[src/pmm_cfg.svh]
/*
 * offsets, field positions, reset values and frame counts of the phy management master.
 * assumes inclusion by bare name from the top module.
 */
`ifndef PMM_CFG_SVH
`define PMM_CFG_SVH
// register blocks, each 0x10 bytes: base, clear, set, invert
`define PMM_BLK_CFG 4'h0
`define PMM_BLK_CMD 4'h1
`define PMM_BLK_ADDR 4'h2
`define PMM_BLK_WVAL 4'h3
`define PMM_BLK_RVAL 4'h4
`define PMM_BLK_IND 4'h5
// field positions
`define PMM_CFG_DIV_LSB 2
`define PMM_CFG_DIV_MSB 5
`define PMM_CMD_READ 0
`define PMM_CMD_SCAN 1
`define PMM_PHY_LSB 8
`define PMM_PHY_MSB 12
`define PMM_REG_LSB 0
`define PMM_REG_MSB 4
`define PMM_IND_BUSY 0
`define PMM_IND_SCAN 1
// implemented bits
`define PMM_MASK_CFG 32'h0000003C
`define PMM_MASK_CMD 32'h00000003
`define PMM_MASK_ADDR 32'h00001F1F
`define PMM_MASK_DATA 32'h0000FFFF
// reset values
`define PMM_RST_CFG 32'h00000000
`define PMM_RST_CMD 32'h00000000
`define PMM_RST_ADDR 32'h00000100
`define PMM_RST_DATA 32'h00000000
// frame layout in management clock bits
`define PMM_PRE_BITS 6'd32
`define PMM_TA_BIT 6'd46
`define PMM_DATA_BIT 6'd48
`define PMM_LAST_BIT 6'd63
`define PMM_ST 2'h1
`define PMM_OP_WR 2'h1
`define PMM_OP_RD 2'h2
`define PMM_TA_WR 2'h2
`endif

[src/pmm_pkg.sv]
/*
 * types of the phy management master.
 * assumes pmm_cfg.svh holds the numeric constants.
 */
package pmm_pkg;
	// engine states
	typedef enum logic {PMM_IDLE, PMM_RUN} pmm_state_e;
	// alias of a register block, picked by address bits 3:2
	typedef enum logic [1:0] {PMM_AL_BASE, PMM_AL_CLR, PMM_AL_SET, PMM_AL_INV} pmm_alias_e;
	// management link pins driven by the master
	typedef struct packed {
		logic mdc;
		logic mdio_o;
		logic mdio_oe;
	} pmm_link_s;
endpackage

[src/pmm_top.sv]
/*
 * phy management master: apb register file with clear/set/invert aliases and the
 * serial frame engine that reads and writes phy registers over mdc/mdio.
 * assumes apb4 master on pclk, mdio input synchronous to pclk, wire resolved outside.
 */
// How it works
// mdc is pclk divided by 4,6,8,10,14,20,28 or 40 from config code
// address bits 12:8 give the phy number sent in every frame
// software uses phy numbers 1 to 31 only; zero is reserved
// address bits 4:0 give the phy register sent in every frame
// the five register bits reach any of 32 phy registers
// writing the write value register launches a write frame with that value
// a finished read frame leaves the 16 returned bits in the read value
// clear alias at +0x4 clears implemented bits written as one
// set alias at +0x8 sets implemented bits written as one
// invert alias at +0xC toggles implemented bits written as one
// software ignores what alias reads return
// 16 and 32 bit writes act, 8 bit writes do nothing
// software writes zero to reserved bits and ignores them on read
// setting the read bit runs one read frame into the read value
// while scan is set, read frames repeat and refresh the read value
// frames are preamble, start, opcode, phy, register, turnaround, 16 data bits
`timescale 1ns/1ps
`default_nettype none
`include "pmm_cfg.svh"
module pmm_top (
	// clock and reset
	input wire logic pclk,
	input wire logic presetn,
	// apb slave
	input wire logic [7:0] paddr,
	input wire logic psel,
	input wire logic penable,
	input wire logic pwrite,
	input wire logic [31:0] pwdata,
	input wire logic [3:0] pstrb,
	output logic [31:0] prdata,
	output logic pready,
	output logic pslverr,
	// management link
	output pmm_pkg::pmm_link_s link,
	input wire logic mdio_i
);
	logic [31:0] cfg_q, cmd_q, addr_q, wval_q, rval_q;
	logic [31:0] prdata_q;
	logic pready_q, pslverr_q;
	logic rd_prev_q, rd_pend_q, wr_pend_q;
	logic [4:0] div_cnt_q;
	logic [4:0] half;
	logic tick, fall_tick, rise_tick;
	pmm_pkg::pmm_state_e state_q;
	logic [5:0] idx_q, nxt;
	logic [31:0] hdr_q;
	logic op_wr_q;
	logic [15:0] rx_q;
	pmm_pkg::pmm_link_s link_q;
	logic start, start_wr, done_rd;
	logic wr_acc, size_ok, mapped;
	logic [3:0] blk;
	pmm_pkg::pmm_alias_e al;
	logic [31:0] bmask;

	// half period of mdc in pclk cycles from the divider code
	function automatic logic [4:0] half_of(input logic [3:0] code);
		case (code)
			4'h0, 4'h1: half_of = 5'h02;
			4'h2: half_of = 5'h03;
			4'h3: half_of = 5'h04;
			4'h4: half_of = 5'h05;
			4'h5: half_of = 5'h07;
			4'h6: half_of = 5'h0A;
			4'h7: half_of = 5'h0E;
			4'h8: half_of = 5'h14;
			default: half_of = 5'h02; // undefined codes
		endcase
	endfunction

	// apply a base or alias write to one register, implemented bits only
	function automatic logic [31:0] apply(input logic [31:0] old, input logic [31:0] d,
			input logic [31:0] m, input pmm_pkg::pmm_alias_e a, input logic [31:0] impl);
		logic [31:0] dm;
		dm = d & m;
		case (a)
			pmm_pkg::PMM_AL_BASE: apply = (old & ~m) | dm;
			pmm_pkg::PMM_AL_CLR: apply = old & ~dm;
			pmm_pkg::PMM_AL_SET: apply = old | dm;
			pmm_pkg::PMM_AL_INV: apply = old ^ dm;
			default: apply = old;
		endcase
		apply = apply & impl;
	endfunction

	// bus decode
	assign blk = paddr[7:4];
	assign al = pmm_pkg::pmm_alias_e'(paddr[3:2]);
	assign mapped = (paddr[1:0] == 2'h0) && (blk <= `PMM_BLK_IND);
	assign size_ok = (pstrb == 4'hF) || (pstrb == 4'h3) || (pstrb == 4'hC);
	assign bmask = {{8{pstrb[3]}}, {8{pstrb[2]}}, {8{pstrb[1]}}, {8{pstrb[0]}}};
	assign wr_acc = psel && penable && pready_q && pwrite && mapped && size_ok;

	// no wait state: answer flops loaded in the setup cycle
	always_ff @(posedge pclk or negedge presetn) begin
		if (!presetn) begin
			pready_q <= 1'b0;
			pslverr_q <= 1'b0;
			prdata_q <= 32'h00000000;
		end else begin
			pready_q <= psel && !penable;
			pslverr_q <= psel && !penable && !mapped;
			prdata_q <= 32'h00000000;
			if (psel && !penable && !pwrite && mapped && al == pmm_pkg::PMM_AL_BASE) begin
				case (blk)
					`PMM_BLK_CFG: prdata_q <= cfg_q;
					`PMM_BLK_CMD: prdata_q <= cmd_q;
					`PMM_BLK_ADDR: prdata_q <= addr_q;
					`PMM_BLK_WVAL: prdata_q <= wval_q;
					`PMM_BLK_RVAL: prdata_q <= rval_q;
					`PMM_BLK_IND: begin
						prdata_q[`PMM_IND_BUSY] <= state_q == pmm_pkg::PMM_RUN;
						prdata_q[`PMM_IND_SCAN] <= cmd_q[`PMM_CMD_SCAN];
					end
					default: prdata_q <= 32'h00000000;
				endcase
			end
		end
	end

	// software registers; alias reads answer zero
	always_ff @(posedge pclk or negedge presetn) begin
		if (!presetn) begin
			cfg_q <= `PMM_RST_CFG;
			cmd_q <= `PMM_RST_CMD;
			addr_q <= `PMM_RST_ADDR;
			wval_q <= `PMM_RST_DATA;
		end else if (wr_acc) begin
			case (blk)
				`PMM_BLK_CFG: cfg_q <= apply(cfg_q, pwdata, bmask, al, `PMM_MASK_CFG);
				`PMM_BLK_CMD: cmd_q <= apply(cmd_q, pwdata, bmask, al, `PMM_MASK_CMD);
				`PMM_BLK_ADDR: addr_q <= apply(addr_q, pwdata, bmask, al, `PMM_MASK_ADDR);
				`PMM_BLK_WVAL: wval_q <= apply(wval_q, pwdata, bmask, al, `PMM_MASK_DATA);
				default: cfg_q <= cfg_q;
			endcase
		end
	end

	// read value: a finished read overrides a software write in the same cycle
	always_ff @(posedge pclk or negedge presetn) begin
		if (!presetn) begin
			rval_q <= `PMM_RST_DATA;
		end else if (done_rd) begin
			rval_q <= {16'h0000, rx_q};
		end else if (wr_acc && blk == `PMM_BLK_RVAL) begin
			rval_q <= apply(rval_q, pwdata, bmask, al, `PMM_MASK_DATA);
		end
	end

	// pending requests; a new request wins over the launch that consumes the old one
	always_ff @(posedge pclk or negedge presetn) begin
		if (!presetn) begin
			rd_prev_q <= 1'b0;
			rd_pend_q <= 1'b0;
			wr_pend_q <= 1'b0;
		end else begin
			rd_prev_q <= cmd_q[`PMM_CMD_READ];
			if (cmd_q[`PMM_CMD_READ] && !rd_prev_q) begin
				rd_pend_q <= 1'b1;
			end else if (start && !start_wr) begin
				rd_pend_q <= 1'b0;
			end
			if (wr_acc && blk == `PMM_BLK_WVAL) begin
				wr_pend_q <= 1'b1;
			end else if (start_wr) begin
				wr_pend_q <= 1'b0;
			end
		end
	end

	// mdc divider
	assign half = half_of(cfg_q[`PMM_CFG_DIV_MSB:`PMM_CFG_DIV_LSB]);
	assign tick = div_cnt_q >= half - 5'h01;
	assign fall_tick = tick && link_q.mdc;
	assign rise_tick = tick && !link_q.mdc;
	always_ff @(posedge pclk or negedge presetn) begin
		if (!presetn) begin
			div_cnt_q <= 5'h00;
		end else if (tick) begin
			div_cnt_q <= 5'h00;
		end else begin
			div_cnt_q <= div_cnt_q + 5'h01;
		end
	end

	// launch decisions at a falling mdc edge while idle
	assign start = fall_tick && state_q == pmm_pkg::PMM_IDLE &&
		(wr_pend_q || rd_pend_q || cmd_q[`PMM_CMD_SCAN]);
	assign start_wr = start && wr_pend_q;
	assign done_rd = fall_tick && state_q == pmm_pkg::PMM_RUN && idx_q == `PMM_LAST_BIT && !op_wr_q;
	assign nxt = idx_q + 6'h01;

	// frame engine: bits change after falling mdc, sampled at rising mdc
	always_ff @(posedge pclk or negedge presetn) begin
		if (!presetn) begin
			state_q <= pmm_pkg::PMM_IDLE;
			idx_q <= 6'h00;
			hdr_q <= 32'h00000000;
			op_wr_q <= 1'b0;
			rx_q <= 16'h0000;
			link_q <= '0;
		end else begin
			if (tick) begin
				link_q.mdc <= !link_q.mdc;
			end
			if (start) begin
				state_q <= pmm_pkg::PMM_RUN;
				idx_q <= 6'h00;
				op_wr_q <= start_wr;
				hdr_q <= start_wr ?
					{`PMM_ST, `PMM_OP_WR, addr_q[`PMM_PHY_MSB:`PMM_PHY_LSB],
					addr_q[`PMM_REG_MSB:`PMM_REG_LSB], `PMM_TA_WR, wval_q[15:0]} :
					{`PMM_ST, `PMM_OP_RD, addr_q[`PMM_PHY_MSB:`PMM_PHY_LSB],
					addr_q[`PMM_REG_MSB:`PMM_REG_LSB], 18'h3FFFF};
				link_q.mdio_o <= 1'b1;
				link_q.mdio_oe <= 1'b1;
			end else if (fall_tick && state_q == pmm_pkg::PMM_RUN) begin
				if (idx_q == `PMM_LAST_BIT) begin
					state_q <= pmm_pkg::PMM_IDLE;
					link_q.mdio_o <= 1'b0;
					link_q.mdio_oe <= 1'b0;
				end else begin
					idx_q <= nxt;
					link_q.mdio_o <= (nxt < `PMM_PRE_BITS) ? 1'b1 : hdr_q[5'(6'd63 - nxt)];
					link_q.mdio_oe <= op_wr_q || (nxt < `PMM_TA_BIT);
				end
			end
			if (rise_tick && state_q == pmm_pkg::PMM_RUN && !op_wr_q && idx_q >= `PMM_DATA_BIT) begin
				rx_q <= {rx_q[14:0], mdio_i};
			end
		end
	end

	// outputs straight from flops
	assign prdata = prdata_q;
	assign pready = pready_q;
	assign pslverr = pslverr_q;
	assign link = link_q;
endmodule
`default_nettype wire

[config.mk]
export PLATFORM = sky130hd
export DESIGN_NAME = pmm_top
export DESIGN_NICKNAME = d
export VERILOG_FILES = /design/src/pmm_pkg.sv /design/src/pmm_top.sv
export VERILOG_INCLUDE_DIRS = /design/src /design/src/src
export SDC_FILE = /design/constraint.sdc
export NUM_CORES = 1
export LEC_CHECK = 0
export ABC_CLOCK_PERIOD_IN_PS = 9600
export BUFFER_PORTS_ARGS = -buffer_cell sky130_fd_sc_hd__buf_2
export CORE_ASPECT_RATIO = 0.9
export CORE_UTILIZATION = 36
export CTS_CLUSTER_DIAMETER = 100
export DETAILED_ROUTE_END_ITERATION = 10
export PLACE_DENSITY_LB_ADDON = 0.1
export SLEW_MARGIN = 10
export SYNTH_ARGS = -nofsm -noshare
export SYNTH_HDL_FRONTEND = slang
export SYNTH_SLANG_ARGS = --single-unit
[constraint.sdc]
create_clock -name pclk -period 9.6 [get_ports pclk]
set_clock_uncertainty 0.1 [all_clocks]
set_input_delay 0.96 -clock pclk [delete_from_list [all_inputs] [get_ports pclk]]
set_output_delay 0.96 -clock pclk [all_outputs]
set_load 0.005 [all_outputs]
==> impl_metrics.csv <==
group,metric,value,unit
global_routing,grt_max_degree,97,
cts,cts_buffer_depth,2,
cts,cts_resized,0,
synthesis,yosys_most_used_dff,"dfrtp_1",
placed_design,hpwlAfterDp,14230,um
final_layout,multi_input_area,0.004277,sq mm
worst_hold_path,hp-class,"flop to flop",
synthesis,yosysSeqAreaShare,0.4061,
timing,fin_tns_setup,0,ns
route,dr.pass1.iters,7,
global_routing,grt-ovfl-total,0,
synthesis,yosys-top-cells-area,"dfrtp_1 (40%), ha_1 (10%), mux2_2 (8.4%), a21oi_1 (6.5%), nor2_1 (3.7%)",
critical_path,reg2reg_from,"cfg_q[4]$_DFFE_PN0P_",
floorplanning,fp.dieW,158.7,um
timing,max_freq,228.7,MHz
route,detail-route-antenna-nets,0,
cts,cts_setup_buffers,0,
synthesis,synth-seq-cells,129,
timing,slew_headroom,0.2767,
placed_design,io_buffer_count,54,
flow_run,maxCapViolCount,0,
cts,clk_root_buffer_cell,"clkbuf_16",
cts,h-tree-depth,4,
floorplanning,die_area,0.02269,sq mm
power_and_ir_drop,p_leak,4.079,nW
synthesis,yosys_warnings,0,
floorplanning,num_rows,51,
critical_path,path_max_fanout,29,
timing,setup_ws,5.227,ns
cts,cts.sinks,129,
synthesis,synthXorXnorAreaFrac,0.01322,
floorplanning,fp.coreArea,0.02163,sq mm
synthesis,synthMuxAreaShare,0.1084,
synthesis,syn-cell-area,0.007951,sq mm
timing,tightest_slew,1.081,ns
global_routing,gr-usage-all-layers,0.1988,
critical_path,end_kind,"flop",
floorplanning,die_y,143.0,um
route,vias_per_cell,5.436,
timing,hold_viol_final,0,
cts,cts_tree,"done",
timing,finalCriticalPeriod,4.373,ns
global_routing,grt_pass1_vias,6006,
final_layout,layout-drive-gt1-share,0.1988,
route,vias,6230,
critical_path,required,9.81,ns
worst_hold_path,hold_path_startpoint,"div_cnt_q[0]$_DFF_PN0_",
critical_path,crit_type,"flop to flop",
synthesis,synthSimpleGateAreaFrac,0.1068,
cts,worstSkewPairLatency,0.43,ns
synthesis,synth_top_family_by_area,"compound AO/OA/AOI/OAI gates",
route,route.detailed.drc,0,
final_layout,nFillCells,2131,
synthesis,synth_top_area_share,0.4028,
timing,rsz0062_at_grt,"no",
final_layout,antennaDiodeCount,0,
critical_path,startpoint,"cfg_q[4]$_DFFE_PN0P_",
timing,fin_crit_sh,0.4556,
cts,postCtsHoldBufs,0,
cts,path_clk_slew,0.06,ns
final_layout,area_growth,12.56,%
synthesis,synth_compound_area_frac,0.1980,
power_and_ir_drop,vdd.ir_drop.worst,0.09444,mV
synthesis,synth.largest_area_cell,"dfrtp_1",
synthesis,synth_edf_count,0,
synthesis,synth_cell_type_count,63,
timing,setup_violations,0,
synthesis,ys_async_sr_fraction,1.000,
synthesis,synthAdderAreaFrac,0.1039,
power_and_ir_drop,power_density,164.7,mW/mm^2
floorplanning,num_io_pins,87,
route,wl_per_cell,18.35,um
placed_design,place_congestion,0.7901,
placed_design,dp_slack,5.225,ns
critical_path,arrival,4.58,ns
critical_path,cp-start-kind,"flop",
synthesis,avgSynthCellArea,9.685,sq um
final_layout,seq_area,0.003229,sq mm
floorplanning,initial_core_util,0.3676,
timing,slew_violations,0,
synthesis,syn_inst,821,
status,status,"finished clean",
route,drt_iter0_drc,432,
final_layout,fin_nets,958,
cts,cts_buffers,17,
global_routing,grt_pass1_wl,33810,um
global_routing,antenna_found_initial,0,
route,wl,21030,um
## layout make-up
class                           instances  share of cell area
Multi-Input combinational cell        595              0.4778
Clock inverter                         15             0.02083
Sequential cell                       129              0.3608
Clock buffer                           17             0.04753
Inverter                               39             0.01636
Timing Repair Buffer                   60             0.03593
Tap cell                              291             0.04068
## metal layers
layer | track usage | wire length (um) | vias up
met1 | 0.2836 | 10380 | 3112
met3 | 0.03369 | 721 | 16
met2 | 0.3102 | 9715 | 118
met5 | 0 | 0 | -
met4 | 0.05111 | 216 | 0
li1 | - | - | 2984
## synthesized netlist by cell type, types with 3 or more instances
library cell and count:
nand3b_1 6, a21o_1 6, nor2_1 79, o31ai_1 3
a31oi_1 32, ha_1 66, and3_1 5, buf_2 9
dfrtp_1 128, mux4_2 7, clkbuf_1 40, xnor2_1 5
buf_1 7, xor2_1 7, nand3_1 7, a21oi_1 103
nor3_1 4, a222oi_1 5, o2bb2ai_1 27, nor2b_1 3
o21ai_0 29, a22oi_1 10, mux2i_1 4, and2_1 4
buf_4 16, a22o_1 8, nand2b_1 5, nand2_1 52
o22ai_1 3, a211oi_1 7, mux2_2 59, inv_1 39
## through the flow
step | instances | total power [W] | cell area, sq um | hold WS (ns) | utilization
6_report | 1146 | 0.001474 | 8950 | 0.3878 | 0.4137
5_1_grt | 1146 | 0.001542 | 8950 | 0.4097 | 0.4137
4_1_cts | 1146 | 0.001489 | 8950 | 0.3948 | 0.4137
3_5_place_dp | 1114 | 0.0008104 | 8338 | 0.3828 | 0.3854
3_3_place_gp | 1114 | 0.0008051 | 8338 | 0.3705 | 0.3854
2_1_floorplan | 836 | 0.0007500 | 8008 | 0.3132 | -
## path summary, 6_finish.rpt
check	endpoint	slack (ns)	cells past startpoint
min in group asynchronous	asynchronous set/reset pin	0.47	1
worst min register to register	div_cnt_q[0]$_DFF_PN0_	0.39	1
worst max register to register	hdr_q[19]$_DFFE_PN0N_	5.23	11
max in group asynchronous	cfg_q[2]$_DFFE_PN0P_	7.72	2
worst max-delay path	hdr_q[19]$_DFFE_PN0N_	5.23	11
worst min-delay path	div_cnt_q[0]$_DFF_PN0_	0.39	1
## report_power, final
| part | internal [W] | switching, W | leakage (nW) |
|---|---|---|---|
| Combinational | 0.0000746 | 0.000113 | 2.00 |
| Clock | 0.000411 | 0.000266 | 0.298 |
| Sequential | 0.000566 | 0.0000431 | 1.78 |
| Total | 0.00105 | 0.000422 | 4.08 |
## kinds of logic after synthesis
logic type,count (synthesis)
flip-flops,129
buffers and inverters,112
AND/OR/NAND/NOR,183
multiplexers,70
AO/OA/AOI/OAI,248
other,1
XOR/XNOR,12
adder cells (fa/ha/maj),66
## registers in the layout (all words and copies together), names as in the netlist, named ones only
| name | cells |
|---|---|
| rval_q | 16 |
| rd_prev_q | 1 |
| rx_q | 16 |
| wr_pend_q | 1 |
| cfg_q | 4 |
| div_cnt_q | 5 |
| pslverr | 1 |
| wval_q | 16 |
| rd_pend_q | 1 |
| pready | 1 |
| cmd_q | 2 |
| link | 3 |
| state_q | 1 |
| hdr_q | 29 |
| idx_q | 6 |
| prdata | 16 |
## cells in the final DEF (no fill, tap or decap), drive strengths merged, types with 4 or more instances in the layout
| cell type | count |
|---|---|
| o2bb2ai | 27 |
| conb | 16 |
| a22o | 8 |
| xor2 | 7 |
| dfrtp | 128 |
| xnor2 | 5 |
| ha | 66 |
| inv | 41 |
| mux2i | 4 |
| mux2 | 59 |
| a211oi | 7 |
| o21ai | 29 |
| and2 | 4 |
| nand3 | 7 |
| a22oi | 10 |
| a31oi | 32 |
| clkinv | 9 |
| nand2 | 53 |
| mux4 | 7 |
| clkbuf | 17 |
| a21oi | 104 |
| buf | 60 |
| nor2 | 80 |
| and3 | 5 |
| nand2b | 5 |
| nand3b | 6 |
| nor3 | 5 |
| a222oi | 5 |
| a21o | 6 |
## worst max-delay path, cell delays in order (launching register included)
cell and delay, ns:
dfrtp_1 0.59, nor2b_1 0.24, a21oi_1 0.06, or2_2 0.31, ha_1 0.22, xnor2_1 0.14, ha_1 0.30, nand2_1 0.04
o21ai_0 0.39, a21bo_2 0.62, nand3_1 0.72, mux2_2 0.52
Power figures use the tool's default switching activity.
